[src/lvr_pkg.sv]
// Constants and types shared by the supply monitor and reset-cause recorder
package lvr_pkg;
  // Register byte offsets on the AXI4-Lite bus
  localparam logic [7:0] ADDR_CONFIG = 8'h00;
  localparam logic [7:0] ADDR_STATUS = 8'h04;
  localparam logic [7:0] ADDR_CAUSE = 8'h08;
  localparam logic [7:0] ADDR_EVENT = 8'h0c;
  localparam logic [7:0] ADDR_MASK = 8'h10;
  // Configuration bit positions, all active low
  localparam int CFG_PWR_N = 0;
  localparam int CFG_RST_N = 1;
  localparam int CFG_STOP_N = 2;
  // Configuration reset value: monitor, resets and stop monitoring all enabled
  localparam logic [2:0] CFG_RESET = 3'h0;
  // Status bit position of the under-voltage flag
  localparam int STATUS_FLAG = 0;
  // Reset-cause bit positions
  localparam int CAUSE_POWER_ON = 0;
  localparam int CAUSE_PIN = 1;
  localparam int CAUSE_WATCHDOG = 2;
  localparam int CAUSE_BAD_OPCODE = 3;
  localparam int CAUSE_BAD_FETCH = 4;
  localparam int CAUSE_CHECKER = 5;
  localparam int CAUSE_UNDERVOLT = 6;
  // Reset-cause value after power-on: only the power-on flag
  localparam logic [6:0] CAUSE_RESET = 7'h01;
  // Event bit positions
  localparam int EVT_CAUSE = 0;
  localparam int EVT_PIN_LOW = 1;
  // Consecutive CPU cycles below the falling trip level before a reset
  localparam logic [3:0] FILTER_CYCLES = 4'h9;
  // Crystal cycles below the falling trip level before the flag sets (32..40 window)
  localparam logic [5:0] FLAG_CYCLES = 6'h24;
  // Crystal cycles from pin release to pin sample
  localparam logic [5:0] PIN_SAMPLE_CYCLES = 6'h20;
  // aclk cycles per crystal clock cycle
  localparam logic [3:0] XTAL_DIV = 4'h4;
  // AXI responses
  localparam logic [1:0] RESP_OKAY = 2'h0;
  localparam logic [1:0] RESP_SLVERR = 2'h2;
  // Pin sampler states
  typedef enum logic [1:0] {PIN_IDLE, PIN_DRIVE, PIN_WAIT} pin_state_t;
endpackage

[src/low_voltage_reset_monitor.sv]
// Supply monitor, under-voltage reset filter and reset-cause recorder with AXI4-Lite registers
module low_voltage_reset_monitor (
  // Clock and reset
  input wire logic aclk,
  input wire logic aresetn,
  // AXI4-Lite write address and data
  input wire logic [7:0] awaddr,
  input wire logic awvalid,
  output logic awready,
  input wire logic [31:0] wdata,
  input wire logic [3:0] wstrb,
  input wire logic wvalid,
  output logic wready,
  // AXI4-Lite write response
  output logic [1:0] bresp,
  output logic bvalid,
  input wire logic bready,
  // AXI4-Lite read
  input wire logic [7:0] araddr,
  input wire logic arvalid,
  output logic arready,
  output logic [31:0] rdata,
  output logic [1:0] rresp,
  output logic rvalid,
  input wire logic rready,
  // Analog comparator
  input wire logic below_falling_trip,
  input wire logic above_rising_trip,
  // Power mode from the sequencer
  input wire logic wait_mode,
  input wire logic stop_mode,
  // Reset sources and system reset state
  input wire logic system_reset_active,
  input wire logic watchdog_reset,
  input wire logic bad_opcode_reset,
  input wire logic bad_fetch_reset,
  input wire logic opcode_fetch,
  input wire logic checker_cpu_reset,
  // External active-low reset pin, open drain
  input wire logic reset_pin_i,
  output logic reset_pin_o,
  output logic reset_pin_oe,
  // Under-voltage reset request and interrupt
  output logic undervolt_reset,
  output logic irq
);

  // Whole module state
  typedef struct packed {
    logic awready;
    logic wready;
    logic bvalid;
    logic [1:0] bresp;
    logic aw_got;
    logic w_got;
    logic [7:0] waddr;
    logic [7:0] wbyte;
    logic wen;
    logic arready;
    logic rvalid;
    logic [31:0] rdata;
    logic [1:0] rresp;
    logic [2:0] cfg;
    logic [3:0] filt_cnt;
    logic uv_reset;
    logic [3:0] xdiv;
    logic [5:0] xcnt;
    logic uv_flag;
    lvr_pkg::pin_state_t pin_st;
    logic [5:0] pin_cnt;
    logic pin_oe;
    logic [6:0] cause;
    logic [1:0] evt;
    logic [1:0] mask;
    logic irq;
  } state_t;

  state_t st; // Registered state
  state_t next_st; // Next state
  logic xtick; // One-cycle crystal clock enable
  logic active; // Monitor currently watching the supply
  logic below; // Qualified below-trip indication
  logic trip; // Filter or stop-mode trip
  logic drive; // Reset pin should be pulled low
  logic [6:0] cause_set; // Cause flags set this cycle
  logic cause_rd; // Cause register read taken this cycle
  logic [1:0] evt_set; // Recorder events raised this cycle
  logic [31:0] rmux; // Read data multiplexer

  // Outputs straight from flops, except reset_pin_o which is tied low
  assign awready = st.awready;
  assign wready = st.wready;
  assign bvalid = st.bvalid;
  assign bresp = st.bresp;
  assign arready = st.arready;
  assign rvalid = st.rvalid;
  assign rdata = st.rdata;
  assign rresp = st.rresp;
  assign reset_pin_o = 1'b0;
  assign reset_pin_oe = st.pin_oe;
  assign undervolt_reset = st.uv_reset;
  assign irq = st.irq;

  // Next-state logic for bus, filter, flag, pin sampler and causes
  always_comb begin
    next_st = st;
    xtick = (st.xdiv == lvr_pkg::XTAL_DIV - 4'h1);
    // Crystal divider
    next_st.xdiv = xtick ? 4'h0 : st.xdiv + 4'h1;

    // Monitor runs when powered; in stop only with stop enable as well
    active = !st.cfg[lvr_pkg::CFG_PWR_N] && (!stop_mode || !st.cfg[lvr_pkg::CFG_STOP_N]);
    below = active && below_falling_trip;

    // Consecutive-cycle filter
    if (!below) begin
      next_st.filt_cnt = 4'h0;
    end else if (st.filt_cnt != lvr_pkg::FILTER_CYCLES) begin
      next_st.filt_cnt = st.filt_cnt + 4'h1;
    end
    // Ninth cycle trips; stop mode bypasses the filter
    trip = below && (stop_mode || (st.filt_cnt >= lvr_pkg::FILTER_CYCLES - 4'h1));

    // Under-voltage reset hold and release
    if (st.uv_reset) begin
      if (above_rising_trip) begin
        next_st.uv_reset = 1'b0;
      end
    end else if (trip && !st.cfg[lvr_pkg::CFG_RST_N]) begin
      next_st.uv_reset = 1'b1;
    end

    // Status flag from crystal-cycle count
    if (system_reset_active || above_rising_trip) begin
      next_st.uv_flag = 1'b0;
      next_st.xcnt = 6'h0;
    end else if (xtick) begin
      if (below) begin
        // Count to the set point inside the allowed window
        if (st.xcnt != lvr_pkg::FLAG_CYCLES) begin
          next_st.xcnt = st.xcnt + 6'h1;
        end
        if (st.xcnt == lvr_pkg::FLAG_CYCLES - 6'h1) begin
          next_st.uv_flag = 1'b1;
        end
      end else begin
        // Between trip levels the flag holds
        next_st.xcnt = 6'h0;
      end
    end

    // Reset pin drive and sampling
    drive = system_reset_active || st.uv_reset;
    next_st.pin_oe = drive;
    cause_set = 7'h0;
    evt_set = 2'h0;
    case (st.pin_st)
      lvr_pkg::PIN_IDLE: begin
        // Low pin while not driven is an external reset
        if (drive) begin
          next_st.pin_st = lvr_pkg::PIN_DRIVE;
        end else if (!reset_pin_i && !st.pin_oe) begin
          cause_set[lvr_pkg::CAUSE_PIN] = 1'b1;
        end
      end
      lvr_pkg::PIN_DRIVE: begin
        // Wait for release
        if (!drive) begin
          next_st.pin_st = lvr_pkg::PIN_WAIT;
          next_st.pin_cnt = 6'h0;
        end
      end
      lvr_pkg::PIN_WAIT: begin
        // Count crystal cycles, then sample once
        if (drive) begin
          next_st.pin_st = lvr_pkg::PIN_DRIVE;
        end else if (xtick) begin
          next_st.pin_cnt = st.pin_cnt + 6'h1;
          if (st.pin_cnt == lvr_pkg::PIN_SAMPLE_CYCLES - 6'h1) begin
            next_st.pin_st = lvr_pkg::PIN_IDLE;
            if (!reset_pin_i) begin
              cause_set[lvr_pkg::CAUSE_PIN] = 1'b1;
              evt_set[lvr_pkg::EVT_PIN_LOW] = 1'b1;
            end
          end
        end
      end
      default: begin
        next_st.pin_st = lvr_pkg::PIN_IDLE;
      end
    endcase

    // Other reset sources
    cause_set[lvr_pkg::CAUSE_WATCHDOG] = watchdog_reset;
    cause_set[lvr_pkg::CAUSE_BAD_OPCODE] = bad_opcode_reset;
    cause_set[lvr_pkg::CAUSE_BAD_FETCH] = bad_fetch_reset && opcode_fetch;
    cause_set[lvr_pkg::CAUSE_CHECKER] = checker_cpu_reset;
    cause_set[lvr_pkg::CAUSE_UNDERVOLT] = next_st.uv_reset && !st.uv_reset;
    // Sticky events, a new event always lands
    evt_set[lvr_pkg::EVT_CAUSE] = |cause_set;
    next_st.evt = st.evt | evt_set;

    // Read channel
    case (araddr)
      lvr_pkg::ADDR_CONFIG: rmux = {29'h0, st.cfg};
      lvr_pkg::ADDR_STATUS: rmux = {31'h0, st.uv_flag};
      lvr_pkg::ADDR_CAUSE: rmux = {25'h0, st.cause};
      lvr_pkg::ADDR_EVENT: rmux = {30'h0, st.evt};
      lvr_pkg::ADDR_MASK: rmux = {30'h0, st.mask};
      default: rmux = 32'h0;
    endcase
    cause_rd = 1'b0;
    if (arvalid && st.arready) begin
      next_st.arready = 1'b0;
      next_st.rvalid = 1'b1;
      next_st.rdata = rmux;
      cause_rd = (araddr == lvr_pkg::ADDR_CAUSE);
      next_st.rresp = (araddr > lvr_pkg::ADDR_MASK || araddr[1:0] != 2'h0) ? lvr_pkg::RESP_SLVERR
                                                                          : lvr_pkg::RESP_OKAY;
    end else if (st.rvalid && rready) begin
      next_st.rvalid = 1'b0;
      next_st.arready = 1'b1;
    end

    // Cause flags: read clears, a set in the same cycle wins
    next_st.cause = (cause_rd ? 7'h0 : st.cause) | cause_set;

    // Write address and data taken in either order
    if (awvalid && st.awready) begin
      next_st.aw_got = 1'b1;
      next_st.awready = 1'b0;
      next_st.waddr = awaddr;
    end
    if (wvalid && st.wready) begin
      next_st.w_got = 1'b1;
      next_st.wready = 1'b0;
      next_st.wbyte = wdata[7:0];
      next_st.wen = wstrb[0];
    end
    // Perform the write once both halves are held
    if (st.aw_got && st.w_got && !st.bvalid) begin
      next_st.aw_got = 1'b0;
      next_st.w_got = 1'b0;
      next_st.bvalid = 1'b1;
      next_st.bresp = lvr_pkg::RESP_OKAY;
      case (st.waddr)
        lvr_pkg::ADDR_CONFIG: begin
          if (st.wen) begin
            next_st.cfg = st.wbyte[2:0];
          end
        end
        lvr_pkg::ADDR_EVENT: begin
          // Write one to clear, a new event wins
          if (st.wen) begin
            next_st.evt = (st.evt & ~st.wbyte[1:0]) | evt_set;
          end
        end
        lvr_pkg::ADDR_MASK: begin
          if (st.wen) begin
            next_st.mask = st.wbyte[1:0];
          end
        end
        lvr_pkg::ADDR_STATUS, lvr_pkg::ADDR_CAUSE: begin
          // Read-only registers ignore writes
          next_st.bresp = lvr_pkg::RESP_OKAY;
        end
        default: begin
          next_st.bresp = lvr_pkg::RESP_SLVERR;
        end
      endcase
    end else if (st.bvalid && bready) begin
      next_st.bvalid = 1'b0;
      next_st.awready = 1'b1;
      next_st.wready = 1'b1;
    end

    // Interrupt only from recorder events, silenced under any reset
    next_st.irq = (|(next_st.evt & next_st.mask)) && !system_reset_active && !st.uv_reset;
  end

  // State register with synchronous reset acting as power-on
  always_ff @(posedge aclk) begin
    if (!aresetn) begin
      st <= '0;
      st.awready <= 1'b1;
      st.wready <= 1'b1;
      st.arready <= 1'b1;
      st.cfg <= lvr_pkg::CFG_RESET;
      st.cause <= lvr_pkg::CAUSE_RESET;
      st.pin_st <= lvr_pkg::PIN_WAIT;
      st.pin_oe <= 1'b1;
    end else begin
      st <= next_st;
    end
  end
endmodule

[config.mk]
export PLATFORM = sky130hd
export DESIGN_NAME = low_voltage_reset_monitor
export DESIGN_NICKNAME = d
export VERILOG_FILES = /design/src/lvr_pkg.sv /design/src/low_voltage_reset_monitor.sv
export SDC_FILE = /design/constraint.sdc
export NUM_CORES = 1
export LEC_CHECK = 0
export BUFFER_PORTS_ARGS = -buffer_cell sky130_fd_sc_hd__buf_2
export CAP_MARGIN = 20
export CORE_ASPECT_RATIO = 0.9
export CORE_MARGIN = 2
export CORE_UTILIZATION = 27
export DETAILED_ROUTE_END_ITERATION = 10
export PLACE_DENSITY = 0.49
export RECOVER_POWER = 50
export SLEW_MARGIN = 5
export SYNTH_ARGS = -nofsm -noshare
export SYNTH_HDL_FRONTEND = slang
export SYNTH_SLANG_ARGS = --single-unit
[constraint.sdc]
create_clock -name aclk -period 6 [get_ports aclk]
set_clock_uncertainty 0.05 [all_clocks]
set_input_delay 0.3 -clock aclk [delete_from_list [all_inputs] [get_ports aclk]]
set_output_delay 0.3 -clock aclk [all_outputs]
set_load 0.02 [all_outputs]
# Word-level counts from Yosys, hierarchy flattened
# Cells that the tools add are included.
[word_totals]
regBits = 95
input_bits = 70
[classes]
n_addsub = 4
magnitude_cmp = 2
n_eq_ne = 22
n_mux = 38
bitwise = 7
reduce_logical = 49
[op_table]
columns = ["op", "count"]
rows = [
  ["7-bit one-hot mux with 5 select lines", 1],
  ["8-bit by 4-bit equality test with 1-bit output (second input constant)", 4],
  ["2-bit two-way mux", 12],
  ["6-bit two-way mux", 3],
  ["8-bit by 3-bit equality test with 1-bit output (second input constant)", 2],
  ["8-bit by 5-bit equality test with 1-bit output (second input constant)", 2],
  ["1-bit logical AND", 16],
  ["8-bit zero test", 2],
  ["8-bit two-way mux", 2],
  ["1-bit two-way mux", 14],
  ["6-bit by 1-bit adder with 6-bit output (second input constant)", 2],
  ["6-bit one-hot mux with 2 select lines", 1],
  ["1-bit zero test", 9],
  ["4-bit by 1-bit adder with 4-bit output (second input constant)", 2],
  ["8-bit by 5-bit > comparator with 1-bit output (second input constant)", 1],
  ["2-bit != test (second input constant)", 4],
  ["4-bit AND reduction", 2],
  ["2-bit nonzero test", 4],
  ["2-bit OR reduction", 4],
  ["7-bit two-way mux", 1],
  ["7-bit bitwise OR", 1],
  ["6-bit by 5-bit equality test with 1-bit output (second input constant)", 1],
  ["6-bit equality test (second input constant)", 1],
  ["3-bit != test (second input constant)", 2],
  ["other kinds (21)", 29],
]

# Longest topological paths before layout
[depth]
ltp_word = 18
ltp_mapped = 7
ltp_nobuf = 7

# Worst setup path before layout
# OpenSTA, ideal clock, no wires.
[synth_timing]
path_kind = "flip-flop to flip-flop"
start = "reg st[28] in the netlist's numbering"
end = "reg st (netlist bit irq)"
setup_ns = 0.087
arrival_time_ns = 1.863
required_time_ns = 5.863
path_slack_ns = 4.000
stages_incl_launch_ff = 7
synth_period_minus_slack_ns = 2.000
cell_sequence = "dfxtp_1 ha_1 or3b_4 or4_4 nor4_1 o2111ai_1 o31ai_1"
[synth_via]
elab_chain_cells = 13
elab_cells_between_ends = 15
classes_between = "1 x eq/ne; 7 x mux; 3 x bitwise; 4 x reduce/logical"
[synth_rtl]
columns = ["element", "line", "rtl"]
rows = [
  ["start: declaration", "low_voltage_reset_monitor.sv:78", "state_t st;"],
  ["start signal: assignment", "low_voltage_reset_monitor.sv:293", "st <= next_st;"],
  ["4-bit by 2-bit equality test with 1-bit output *", "low_voltage_reset_monitor.sv:107", "xtick = (st.xdiv == lvr_pkg::XTAL_DIV - 4'h1);"],
  ["1-bit two-way mux *", "low_voltage_reset_monitor.sv:177", "end else if (xtick) begin"],
  ["1-bit two-way mux *", "low_voltage_reset_monitor.sv:175", "if (drive) begin"],
  ["1-bit one-hot mux with 2 select lines", "low_voltage_reset_monitor.sv:157", "case (st.pin_st)"],
  ["6-bit OR reduction", "low_voltage_reset_monitor.sv:200", "evt_set[lvr_pkg::EVT_CAUSE] = |cause_set;"],
  ["2-bit bitwise OR (on tied branches)", "low_voltage_reset_monitor.sv:201, low_voltage_reset_monitor.sv:255", ""],
  ["2-bit two-way mux", "low_voltage_reset_monitor.sv:254", "if (st.wen) begin"],
  ["2-bit two-way mux", "low_voltage_reset_monitor.sv:246", "case (st.waddr)"],
  ["4-bit two-way mux *", "low_voltage_reset_monitor.sv:241", "if (st.aw_got && st.w_got && !st.bvalid) begin"],
  ["2-bit bitwise AND *", "low_voltage_reset_monitor.sv:278", "next_st.irq = (|(next_st.evt & next_st.mask)) && !system_reset_active && !st.uv_reset;"],
  ["2-bit OR reduction *", "low_voltage_reset_monitor.sv:278", ""],
  ["1-bit logical AND * (2 in a row)", "low_voltage_reset_monitor.sv:278", ""],
]
# Every way passes the cells marked *; elsewhere a longest branch is shown, timed or not.
# A chain may end at the register's enable or synchronous reset.

# Worst setup path after layout
[layout_timing]
start = "in aresetn"
end = "reg st[24] in the netlist's numbering"
[layout_via]
elab_chain_cells = 2
[layout_rtl]
columns = ["element", "line", "rtl"]
rows = [
  ["start: declaration", "low_voltage_reset_monitor.sv:5", "input wire logic aresetn,"],
  ["1-bit inverter (no line)", "n/a", ""],
  ["2-bit OR reduction (no line)", "n/a", ""],
]
# Every way passes these cells.

==> results.md <==
- Normalized max-slew margin: -31.0%
- Area occupied by multi-input gates: about 1700 µm²
- Met1 WL: ~3300 µm
- Vias: 2516
- Post-DRT Antenna Nets: 0
- Outcome: finished with violations
- GRT overflow: 0
- Critical path, cell by cell: clkbuf_1 -> nand2_1 -> o21bai_1 -> nor2_1
- Design area: between 3000 and 4000 µm²
- Most frequent cells after synthesis: 68 x dfxtp_1, 40 x nand2_1, 37 x buf_4
- CTS Sinks: 68
- Starting Density: 27.4%
- CP peak stage delay: 1.37 ns
- Share of layout cells above drive strength 1: 16.0%
- WP data arrival: 2.54 ns
- Layout area overhead: 17.1%
- Met3 Wirelength: approximately 320 µm
- Row cnt: 38
- Setup Slack @ Placement: 3.70 ns
- Worst reg2reg path depth: 6
- Total GRT Usage: 10.8%
- Critical path buffers and inverters: 1
- Fmax: 430 MHz
- IO buf count: 53
- Setup violators final: 0
- Number of synthesized flops with an enable pin: 0
- Height of the die: 108 µm
- Post-route setup slack: 3.68 ns
- Top-count cell post-synth: dfxtp_1
- Max VDD drop: 0.173 mV
- Initial antenna violation count: 0
- Core area: 11900 µm²
- Sequential area share after synthesis: 41.7%
- Largest net degree at the start of global routing: 55
- Die footprint: 13000 µm²
- Chip width: 120 µm
- Area fraction in compound gates after synthesis: 12.6%
- Netlist cell types: 46
- Max_cap viols: 1
- Worst Setup End Kind: flip-flop
- Netlist Area Pre-Place: between 3000 and 4000 µm²
- Root Buffer: clkbuf_16
- Dpl hpwl: ~5000 µm
- RSZ-0062 raised after global routing: no
- Detailed Routing Iterations Pass 1: 4
- PwrDens: 299 nW/µm²
- # IOs: about 120
- Post-cts gate resize count: 0
- Adder-Cell Fraction of Synth Area: 2.68%
- Max Used Layer: met4
- Crit Path Category: input port to flip-flop
- Ys Warns: 0
- Inserted Clock Buffers: 9
- Vias in the first global route: 2306
- Routed Wire Length: 6680 µm
- XOR/XNOR Fraction of Synth Area: approximately 3.0%
- Placed inst area: 3520 µm²
- Setup crit start kind: input port
- Sequential standard cell area: 1360 µm²
- Antenna cell count: 0
- Worst Path Max Fanout: 54
- Drt drc: 0
- Async SR Flop Fraction: 0%
- Least-Margin Pin Slew: 1.96 ns
- Clock-pin slew on the worst setup and hold paths: ~0.060 ns
- Synth top area cells: dfxtp_1 42%, buf_4 8.5%, a21boi_0 4.8%
- Most area-hungry cell type in the Yosys netlist: dfxtp_1
- Simple-Gate Fraction of Synth Area: 25.7%
- Multiplexer share of the synthesized area: between 3 and 4%
- CP max-delay cell: clkbuf_1
- Nets: 491
- Hold Crit Depth: 3
- Top-area cell type share of the netlist area: 41.7%
- Post-layout util: 32.0%
- Cts hold-fix bufs: 0
- Dominant combinational cell family by area after synthesis: simple AND/OR/NAND/NOR gates
- CTS tree: done
- Final hold slack: 0.180 ns
- Clk_lat worst skew: 0.32 ns
- Total power: 1.14 mW
- DR vias/cell: approximately 4.3
- Final setup TNS: 0 ns
- Buffer depth of the longest clock path: 2
- Ys flop type: dfxtp_1
- Delay-heaviest family, CP: buffers and inverters
- FF+latch count, synth: about 70
- Crit path time final: about 2.3 ns
- Period utilization: approximately 39%
- Final Max Tran Viols: 55
- Met2 Wirelength: 2960 µm
- Setup Buffers After CTS: 0
- Violated checks: max-capacitance violations, max-slew violations
- Hold Fails Final Rpt: 0
- Hold Crit Class: input port to flip-flop
- Dpl cells: 563
- Fillers: 1284
- Non-filler instance count after layout: ~580
- Post-synthesis instance total: 370
- Synth Area per Inst: about 9 µm²
- Drt wl/cell: 11.5 µm
- Leak: 1.46 nW
- Routability cong.: 0.742
- CP Data Required Time: 6.21 ns
- Initial DRC count: 124
- WP depth: 4
- Global-route wire length before repair: 11100 µm
- CTS H-tree lvls: 3
==> registers in the layout, indices dropped and copies added, names as in the netlist <==
name	count
rdata	7
rresp	1
undervolt_reset	1
st	51
bresp	1
wready	1
arready	1
awready	1
bvalid	1
irq	1
rvalid	1
reset_pin_oe	1
==> power breakdown <==
part           internal, mW  switching [mW]
Combinational        0.0337          0.0614
Clock                 0.374           0.190
Sequential            0.469          0.0151
Total                 0.876           0.267
==> logic make-up (layout without fill, tap and decap cells) <==
logic type	after synthesis	after routing
buffers and inverters	54	76
adder cells (fa/ha/maj)	7	7
flip-flops	68	68
other	1	28
AO/OA/AOI/OAI	62	62
multiplexers	11	11
XOR/XNOR	11	11
AND/OR/NAND/NOR	156	156
==> cell type report <==
| cell class | count | share of cell area, % |
|---|---|---|
| clock inverters | 6 | 2.29 |
| flip-flops and latches | 68 | 35.6 |
| well taps | 160 | 5.24 |
| clock buffers | 10 | 6.25 |
| multi-input cells | 275 | 43.5 |
| repair buffers | 53 | 6.45 |
| inverters | 7 | 0.687 |
==> cell usage in the layout, fill, tap and decap left out, types with 11 or more instances in the layout <==
cell type  instances
a21boi_0          21
a21oi_1           11
buf_2             38
clkbuf_1          15
conb_1            28
dfxtp_1           68
nand2_1           40
nand3_1           20
nor2_1            27
nor2b_1           19
o21ai_0           11
==> worst min-delay path, delay by kind of cell <==
| family | cells | cell delay [ns] |
|---|---|---|
| buffers and inverters | 1 | 0.09 |
| AOI/OAI and AO/OA | 1 | 0.04 |
| and+or+nand+nor | 1 | 0.09 |
==> path summary, 6_finish.rpt <==
| kind | to | slack, ns | from |
|---|---|---|---|
| hold reg to reg | st[28]$_SDFF_PP0_ | 0.40 | st[28]$_SDFF_PP0_ |
| hold / removal | st[8]$_SDFF_PN0_ | 0.18 | bad_opcode_reset |
| setup / recovery | st[24]$_SDFFE_PP0P_ | 3.68 | aresetn |
| setup reg to reg | irq$_SDFF_PN0_ | 3.68 | st[28]$_SDFF_PP0_ |
==> per-layer routing <==
| metal | track usage (%) | up-vias |
|---|---|---|
| met5 | 0 | - |
| li1 | - | 1301 |
| met4 | 3.53 | 0 |
| met1 | 14.2 | 1154 |
| met2 | 16.9 | 57 |
| met3 | 3.38 | 4 |
(Power assumes the default switching activity.)
